### config.mk
export PLATFORM = sky130hd
export DESIGN_NAME = hscc_clock_control
export DESIGN_NICKNAME = d
export VERILOG_FILES = /design/src/design/hscc_pkg.sv /design/src/design/hscc_clock_control.sv
export SDC_FILE = /design/constraint.sdc
export NUM_CORES = 1
export LEC_CHECK = 0
export BUFFER_PORTS_ARGS = -buffer_cell sky130_fd_sc_hd__buf_2
export CORE_MARGIN = 4
export CORE_UTILIZATION = 50
export DETAILED_ROUTE_END_ITERATION = 16
export PLACE_DENSITY = 0.76
export SETUP_SLACK_MARGIN = 0.4
export SYNTH_ARGS = -nofsm -noshare
export SYNTH_HDL_FRONTEND = slang
export SYNTH_SLANG_ARGS = --single-unit
### constraint.sdc
create_clock -name clk -period 3.51 [get_ports clk]
set_input_delay 0.5265 -clock clk [delete_from_list [all_inputs] [get_ports clk]]
set_output_delay 0.5265 -clock clk [all_outputs]
set_load 0.05 [all_outputs]
### src/design/hscc_pkg.sv
// Constants of the high-speed clock select control block.
// Assumes a 250 MHz core clock and a 32-bit classic Wishbone slave port.
package hscc_pkg;

  // ***************************************************************
  // Bus and register map
  // ***************************************************************
  localparam int          ADDR_W          = 8;
  localparam int          DATA_W          = 32;
  localparam logic [7:0]  OFF_OSC_CTRL    = 8'h00;
  localparam logic [7:0]  OFF_MAIN_OSC    = 8'h04;
  localparam logic [7:0]  OFF_MAIN_MODE   = 8'h08;
  localparam logic [7:0]  OFF_PROC_CLK    = 8'h0c;
  localparam logic [7:0]  OFF_STAB_STATUS = 8'h10;
  localparam logic [7:0]  OFF_STAB_SELECT = 8'h14;
  localparam logic [7:0]  OFF_STOP_CTRL   = 8'h18;

  // ***************************************************************
  // Field positions
  // ***************************************************************
  localparam int BIT_GAIN       = 0;
  localparam int BIT_PIN_MODE   = 1;
  localparam int BIT_EXT_CLK    = 2;
  localparam int BIT_HS_STOP    = 0;
  localparam int BIT_MODE       = 0;
  localparam int BIT_MAIN_SRC   = 1;
  localparam int BIT_MAIN_STAT  = 2;
  localparam int DIV_LSB        = 0;
  localparam int BIT_PROC_SRC   = 4;
  localparam int BIT_PROC_STAT  = 5;
  localparam int BIT_STOP       = 0;

  // ***************************************************************
  // Reset values and timing
  // ***************************************************************
  localparam logic [2:0]  DIV_RESET       = 3'h1;
  localparam logic [2:0]  DIV_MAX_CODE    = 3'h4;
  localparam logic [2:0]  STAB_SEL_RESET  = 3'h7;
  localparam int          STAB_BASE_SHIFT = 8;
  localparam int          CLK_MHZ         = 250;
  localparam int          GAIN_HOLD_US    = 5;
  localparam int          GAIN_HOLD_CYC   = GAIN_HOLD_US * CLK_MHZ;
  localparam int          CNT_W           = 16;
  localparam int          HOLD_W          = 11;

endpackage

### src/design/hscc_clock_control.sv
// High-speed clock select control: pin modes, oscillator start and stop,
// stabilization counting, main, peripheral and processor clock selection.
// Assumes a Wishbone master on clk and asynchronous supply-good and wake pins.
//
// Rules for this block, its software and its option settings
// Hold internal reset until supply good; internal oscillator then runs.
// After reset the processor runs from the internal high-speed clock.
// After reset both high-speed clock pins act as port pins.
// Software sets gain 0 up to 10 MHz, 1 above.
// Gain field accepts only one change after each reset release.
// Writing gain to 1 gates processor clock at least five microseconds.
// External select 0 with pin select 1 gives crystal oscillation mode.
// Both selects 1: first pin stays port, second takes external clock.
// Clearing stop bit starts oscillator or enables external clock input.
// Setting stop bit stops oscillation or disables external clock input.
// Software reads stabilization status and waits before using crystal.
// Software keeps pin and external selects fixed while clock runs.
// External clock input needs no stabilization wait.
// Both main selects 1 put high-speed clock on main and peripheral.
// With high-speed main clock no other peripheral source is possible.
// Processor source select 0 feeds divided main clock to processor.
// Divider codes 0 to 4 give 1 to 16, default 2, others prohibited.
// STOP enters STOP mode and halts the high-speed clock.
// Software sets stabilization select before STOP or checks the counter.
// Software switches to crystal only after oscillation has stabilized.
// The reset threshold option must be set to 1.
// Both selects 0 put internal clock on main and peripheral.
// Software moves processor off high-speed clock before stopping it.
// Stabilization counter restarts from zero at every oscillator start.

`timescale 1ns/1ps

module hscc_clock_control
(
  input  wire logic                        clk,
  input  wire logic                        rst,
  input  wire logic                        powerGood,
  input  wire logic                        wakeRequest,
  input  wire logic                        wb_cyc_i,
  input  wire logic                        wb_stb_i,
  input  wire logic                        wb_we_i,
  input  wire logic [hscc_pkg::ADDR_W-1:0] wb_adr_i,
  input  wire logic [3:0]                  wb_sel_i,
  input  wire logic [hscc_pkg::DATA_W-1:0] wb_dat_i,
  output logic      [hscc_pkg::DATA_W-1:0] wb_dat_o,
  output logic                             wb_ack_o,
  output logic                             internalReset,
  output logic                             portPinAIsPort,
  output logic                             portPinBIsPort,
  output logic                             crystalOscEnable,
  output logic                             externalClockEnable,
  output logic                             oscGain,
  output logic                             mainUsesHighSpeed,
  output logic                             periphUsesHighSpeed,
  output logic                             cpuClockEnable,
  output logic                             stopMode
);
  import hscc_pkg::*;

  // ***************************************************************
  // Power-on hold and pin synchronisers
  // ***************************************************************
  logic             pgMeta;
  logic             pgSync;
  logic             wakeMeta;
  logic             wakeSync;
  logic             coreRst;

  always_ff @(posedge clk)
  begin
    pgMeta   <= powerGood;
    pgSync   <= pgMeta;
    wakeMeta <= wakeRequest;
    wakeSync <= wakeMeta;
  end

  // The whole block, bus included, stays in reset until the supply is good.
  always_ff @(posedge clk)
  begin
    coreRst       <= rst || !pgSync;
    internalReset <= rst || !pgSync;
  end

  // ***************************************************************
  // Control state
  // ***************************************************************
  logic             gain;
  logic             gainLocked;
  logic [HOLD_W-1:0] gainHold;
  logic             pinModeSel;
  logic             extClkSel;
  logic             hsStop;
  logic             modeBit;
  logic             mainSrcSel;
  logic [2:0]       divCode;
  logic             procSrcSel;
  logic [2:0]       stabSel;
  logic             stopState;
  logic [CNT_W-1:0] stabCount;
  logic             hsRunning;
  logic             hsStable;
  logic             mainHs;
  logic             busWrite;
  logic             busRead;

  assign busWrite = wb_cyc_i && wb_stb_i && wb_we_i && !wb_ack_o
                    && wb_sel_i[0];
  assign busRead  = wb_cyc_i && wb_stb_i && !wb_we_i && !wb_ack_o;

  function automatic logic [CNT_W-1:0] stab_target(input logic [2:0] sel);
    stab_target = CNT_W'(1) << (STAB_BASE_SHIFT + int'(sel));
  endfunction

  function automatic logic div_code_ok(input logic [2:0] code);
    div_code_ok = code <= DIV_MAX_CODE;
  endfunction

  // ***************************************************************
  // Oscillator gain, one change per reset
  // ***************************************************************
  always_ff @(posedge clk)
  begin
    if (coreRst)
    begin
      gain       <= 1'b0;
      gainLocked <= 1'b0;
    end
    else if (busWrite && wb_adr_i == OFF_OSC_CTRL && !gainLocked
             && wb_dat_i[BIT_GAIN] != gain)
    begin
      gain       <= wb_dat_i[BIT_GAIN];
      gainLocked <= 1'b1;
    end
  end

  // A rising gain retunes the amplifier, so the processor clock pauses.
  always_ff @(posedge clk)
  begin
    if (coreRst)
      gainHold <= '0;
    else if (busWrite && wb_adr_i == OFF_OSC_CTRL && !gainLocked
             && wb_dat_i[BIT_GAIN] && !gain)
      gainHold <= HOLD_W'(GAIN_HOLD_CYC);
    else if (gainHold != '0)
      gainHold <= gainHold - HOLD_W'(1);
  end

  // ***************************************************************
  // Register writes
  // ***************************************************************
  always_ff @(posedge clk)
  begin
    if (coreRst)
    begin
      pinModeSel <= 1'b0;
      extClkSel  <= 1'b0;
      hsStop     <= 1'b1;
      modeBit    <= 1'b0;
      mainSrcSel <= 1'b0;
      divCode    <= DIV_RESET;
      procSrcSel <= 1'b0;
      stabSel    <= STAB_SEL_RESET;
    end
    else if (busWrite)
    begin
      if (wb_adr_i == OFF_OSC_CTRL)
      begin
        pinModeSel <= wb_dat_i[BIT_PIN_MODE];
        extClkSel  <= wb_dat_i[BIT_EXT_CLK];
      end
      else if (wb_adr_i == OFF_MAIN_OSC)
        hsStop <= wb_dat_i[BIT_HS_STOP];
      else if (wb_adr_i == OFF_MAIN_MODE)
      begin
        modeBit    <= wb_dat_i[BIT_MODE];
        mainSrcSel <= wb_dat_i[BIT_MAIN_SRC];
      end
      else if (wb_adr_i == OFF_PROC_CLK)
      begin
        procSrcSel <= wb_dat_i[BIT_PROC_SRC];
        // A prohibited divider code is dropped and the old ratio stays.
        if (div_code_ok(wb_dat_i[DIV_LSB +: 3]))
          divCode <= wb_dat_i[DIV_LSB +: 3];
      end
      else if (wb_adr_i == OFF_STAB_SELECT)
        stabSel <= wb_dat_i[2:0];
    end
  end

  // ***************************************************************
  // STOP mode
  // ***************************************************************
  always_ff @(posedge clk)
  begin
    if (coreRst)
      stopState <= 1'b0;
    else if (busWrite && wb_adr_i == OFF_STOP_CTRL && wb_dat_i[BIT_STOP])
      stopState <= 1'b1;
    else if (wakeSync)
      stopState <= 1'b0;
  end

  // ***************************************************************
  // Oscillator run state and stabilization counter
  // ***************************************************************
  always_comb
  begin
    hsRunning = !hsStop && !stopState && pinModeSel;
    mainHs    = mainSrcSel && modeBit;
  end

  // The counter is cleared whenever the oscillator is off, so every start
  // counts from zero; it saturates rather than wrapping back to unstable.
  always_ff @(posedge clk)
  begin
    if (coreRst || !hsRunning)
      stabCount <= '0;
    else if (stabCount != '1)
      stabCount <= stabCount + CNT_W'(1);
  end

  always_ff @(posedge clk)
  begin
    if (coreRst || !hsRunning)
      hsStable <= 1'b0;
    else
      hsStable <= extClkSel || stabCount >= stab_target(stabSel);
  end

  // ***************************************************************
  // Pins and clock routing
  // ***************************************************************
  always_ff @(posedge clk)
  begin
    if (coreRst)
    begin
      portPinAIsPort      <= 1'b1;
      portPinBIsPort      <= 1'b1;
      crystalOscEnable    <= 1'b0;
      externalClockEnable <= 1'b0;
      oscGain             <= 1'b0;
      mainUsesHighSpeed   <= 1'b0;
      periphUsesHighSpeed <= 1'b0;
      stopMode            <= 1'b0;
    end
    else
    begin
      portPinAIsPort      <= !pinModeSel || extClkSel;
      portPinBIsPort      <= !pinModeSel;
      crystalOscEnable    <= hsRunning && !extClkSel;
      externalClockEnable <= hsRunning && extClkSel;
      oscGain             <= gain;
      mainUsesHighSpeed   <= mainHs;
      periphUsesHighSpeed <= mainHs;
      stopMode            <= stopState;
    end
  end

  // ***************************************************************
  // Processor clock divider
  // ***************************************************************
  logic [3:0] divCount;
  logic       cpuRun;
  logic       divTick;

  // The processor also waits while its high-speed source is not yet stable.
  assign cpuRun  = !stopState && gainHold == '0 && !(mainHs && !hsStable);
  assign divTick = (divCount & ((4'h1 << divCode) - 4'h1)) == 4'h0;

  always_ff @(posedge clk)
  begin
    if (coreRst)
      divCount <= 4'h0;
    else
      divCount <= divCount + 4'h1;
  end

  always_ff @(posedge clk)
  begin
    if (coreRst)
      cpuClockEnable <= 1'b0;
    else
      cpuClockEnable <= cpuRun && !procSrcSel && divTick;
  end

  // ***************************************************************
  // Wishbone answer
  // ***************************************************************
  always_ff @(posedge clk)
  begin
    if (coreRst)
    begin
      wb_ack_o <= 1'b0;
      wb_dat_o <= '0;
    end
    else
    begin
      wb_ack_o <= wb_cyc_i && wb_stb_i && !wb_ack_o;
      wb_dat_o <= '0;
      if (busRead)
      begin
        if (wb_adr_i == OFF_OSC_CTRL)
          wb_dat_o <= DATA_W'({extClkSel, pinModeSel, gain});
        else if (wb_adr_i == OFF_MAIN_OSC)
          wb_dat_o <= DATA_W'(hsStop);
        else if (wb_adr_i == OFF_MAIN_MODE)
          wb_dat_o <= DATA_W'({mainHs, mainSrcSel, modeBit});
        else if (wb_adr_i == OFF_PROC_CLK)
          wb_dat_o <= DATA_W'({procSrcSel, procSrcSel, 1'b0, divCode});
        else if (wb_adr_i == OFF_STAB_STATUS)
          wb_dat_o <= DATA_W'({hsStable, 15'h0000, stabCount});
        else if (wb_adr_i == OFF_STAB_SELECT)
          wb_dat_o <= DATA_W'(stabSel);
        else if (wb_adr_i == OFF_STOP_CTRL)
          wb_dat_o <= DATA_W'(stopState);
      end
    end
  end
endmodule

==> results.md <==
- VDD IR-drop max: approximately 0.00033 V
- Startpoint Class: register
- Die X-Extent: 94.17 um
- Slew Viols, Final: 0
- CTS H-tree lvls: 3
- WHS Path Cells: 1
- Number of diodes: 0
- DRC violations left: 0
- Vias/cell: 5.607
- Async set-or-reset flop fraction in the synthesized netlist: 0%
- Storage cell area: 1562 sq um
- Critical hold path startpoint: powerGood
- CTS tree: built
- Critical path class: register to register
- Postcts setup bufs: 0
- Seq/Total Area, Yosys: a little over two fifths
- Tot Pwr: 2.460 mW
- Fmax: 455.9 MHz
- Initial antenna violation count: 0
- Post-cts sizing count: 0
- Num CTS Buffers: 9
- DR iter-0 viols: 179
- Final setup violation count: 0
- Cell Pwr Density: 589.0 nW/um^2
- Placed insts: 534
- Yosys Warn Count: 0
- Cell Area, Synth: 3712 sq um
- First-pass GRT wire length: ~13 mm
- Synth unique cells: between 60 and 70
- Largest net degree at the start of global routing: 43
- Clk_lat worst skew: approximately 360 ps
- Main synth FF type: dfxtp_1
- Remaining global-route overflow: 0
- Area delta synth->final: 12.50%
- Number of synthesized flops with an enable pin: 0
- Mapped Cells: 404
- Antenna viol nets, final: 0
- Critical R2R Capture: stabCount[14]
- Slew HR: 32.58%
- Max Clock Skew: 8.182 ps
- Lkg Pwr: between 1.5 and 2 nW
- Detailed-route wire length: 8.209 mm
- CORE AREA: 7253 sq um
- Final-report hold violation count: 0
- Root buf cell: clkbuf_8
- Worst slew pin tran: 997.3 ps
- RSZ-0062 raised after global routing: no
- Clock transition at path regs: roughly 80 ps
- FILL cells: between 600 and 700
- Outcome: finished clean
- Worst path required time: 3720 ps
- Drt pass-1 iters: 4
- Row count: 31
- Crit. End Element: register
- Clock sinks: 78
- Min-delay worst type: input port to register
- Setup TNS Final: 0 ps
- Post-Syn Area per Cell: 9.189 sq um
- Crit path from: stabCount[1]
- Fin cells: 550
- Die footprint: 8867 sq um
- Initial Utilization: approximately 51%
- Worst-path fanout max: 6
- Hold_buf cts: 0
- Clock period minus worst slack: 2193 ps
- Slowest CP cell: nor4_1
- Critical-path cell list: ha_1 -> nand3_1 -> nor4_1 -> nor4bb_1 -> nor3_1
- R2R setup slack: 1320 ps
- Reg2Reg Depth: 5
- I/O pin count: 94
- DP HPWL: 5.758 mm
- GRT Total Usage: between 10% and 20%
- Yosys reg bits: around 80
- Fin crit share: ~62%
- Wirelength per Cell: 14.93 um
- Hold EP: pgMeta
- GP Congestion: 0.8621
- Die H: 94.17 um
- Critical path arrival: 2410 ps
- Critical path's largest stage delay: 630 ps
- Vias in the first global route: 2790
- Clk buf depth: 2
- Area of the multi-input gates: 1959 sq um
- Nets: between 500 and 600
- Max cap viols: 0
- Port Buffers: 47
- FF-to-FF Start: stabCount[1]
- Layout cells sized above 1: between 10% and 20%
- Vias after detailed routing: 3084
## area by class of cell
type                            count  share of cell area, %
Timing Repair Buffer               49                  5.992
Clock inverter                      5                  1.947
Clock buffer                       11                  3.625
Inverter                           13                  1.168
Sequential cell                    78                  37.39
Multi-Input combinational cell    295                  46.91
Tap cell                           99                  2.966
## report_power, final
group	internal [mW]	switching (mW)
registers	0.943	0.0524
logic	0.301	0.391
clock network	0.439	0.332
total	1.68	0.776
## layout by cell type, fill, tap and decap left out, drive strengths merged, types with 4 or more instances in the layout
| cell | netlist | layout |
|---|---|---|
| a211oi | 4 | 4 |
| a21o | 5 | 5 |
| a21oi | 22 | 22 |
| a31oi | 6 | 6 |
| and2 | 11 | 11 |
| buf | 21 | 49 |
| clkbuf | 11 | 11 |
| conb | 1 | 15 |
| dfxtp | 78 | 78 |
| ha | 13 | 13 |
| inv | 13 | 13 |
| mux2i | 16 | 16 |
| nand2 | 18 | 18 |
| nand2b | 4 | 4 |
| nand3 | 14 | 14 |
| nand3b | 5 | 5 |
| nand4 | 8 | 8 |
| nor2 | 39 | 39 |
| nor2b | 8 | 8 |
| nor3 | 25 | 25 |
| nor4 | 13 | 13 |
| o21ai | 10 | 10 |
| or3 | 7 | 7 |
| xnor2 | 5 | 5 |
## cells in the mapped netlist, types with 5 or more instances
master	instances	area share [%]
nand4_1	8	1.3
nand2_1	18	1.8
or3_1	7	1.2
xnor2_1	5	1.2
a21o_1	5	1.0
buf_4	16	3.2
nor3_1	24	3.2
a31oi_1	6	1.0
inv_1	13	1.3
dfxtp_1	78	42
and2_1	11	1.9
nor2_1	39	3.9
nand3_1	14	1.9
a21oi_1	22	3.0
o21ai_0	10	1.3
clkbuf_1	11	1.1
mux2i_1	16	4.3
nor2b_1	8	1.3
ha_1	13	4.4
nor4_1	8	1.3
## registers in the layout, indices dropped and copies added (netlist names), 3 cells and up
signal	flops
wb_dat_o	17
stabSel	3
stabCount	16
divCount	4
divCode	3
gainHold	11
## per-stage QoR
step	setup WS (ps)	util (%)	hold WS, ps	cell area [sq um]
floorplan	1263	-	309.6	3765
global placement	1106	54.37	311.3	3944
detailed placement	1109	54.37	316.4	3944
CTS	1345	57.58	260.2	4177
global route	1118	57.58	258.9	4177
finish	1317	57.58	268.1	4177
## cell families (layout without fill, tap and decap cells)
logic type	count (synthesis)	after routing	synth area share, %
AND/OR/NAND/NOR	176	176	28.61
adder cells (fa/ha/maj)	13	13	4.382
AO/OA/AOI/OAI	65	65	11.39
flip-flops	78	78	42.06
buffers and inverters	45	78	6.572
multiplexers	19	19	5.224
XOR/XNOR	7	7	1.652
other	1	15	0.1010
## metal layers
metal	up-vias	GRT usage, %	wire (um)
li1	1518	-	-
met5	-	0	0
met1	1466	25.37	3846
met3	17	3.926	416
met2	83	28.96	3707
met4	0	9.386	239
## worst max-delay path: cells and delay by family (launching register included)
kind,cells,cell delay (ps)
and+or+nand+nor,4,1330
DFF,1,440
adders and majority gates,1,290
## worst max-delay path by stage
stage          slack [ps]  cells past startpoint       endpoint
3_3_place_gp         1110                      5           gain
3_5_place_dp         1110                      5           gain
4_1_cts              1340                      5   stabCount[1]
2_1_floorplan        1260                      6           gain
5_1_grt              1120                      5   stabCount[1]
6_report             1320                      5  stabCount[14]
Note: power is estimated with default switching activity, not from simulation.
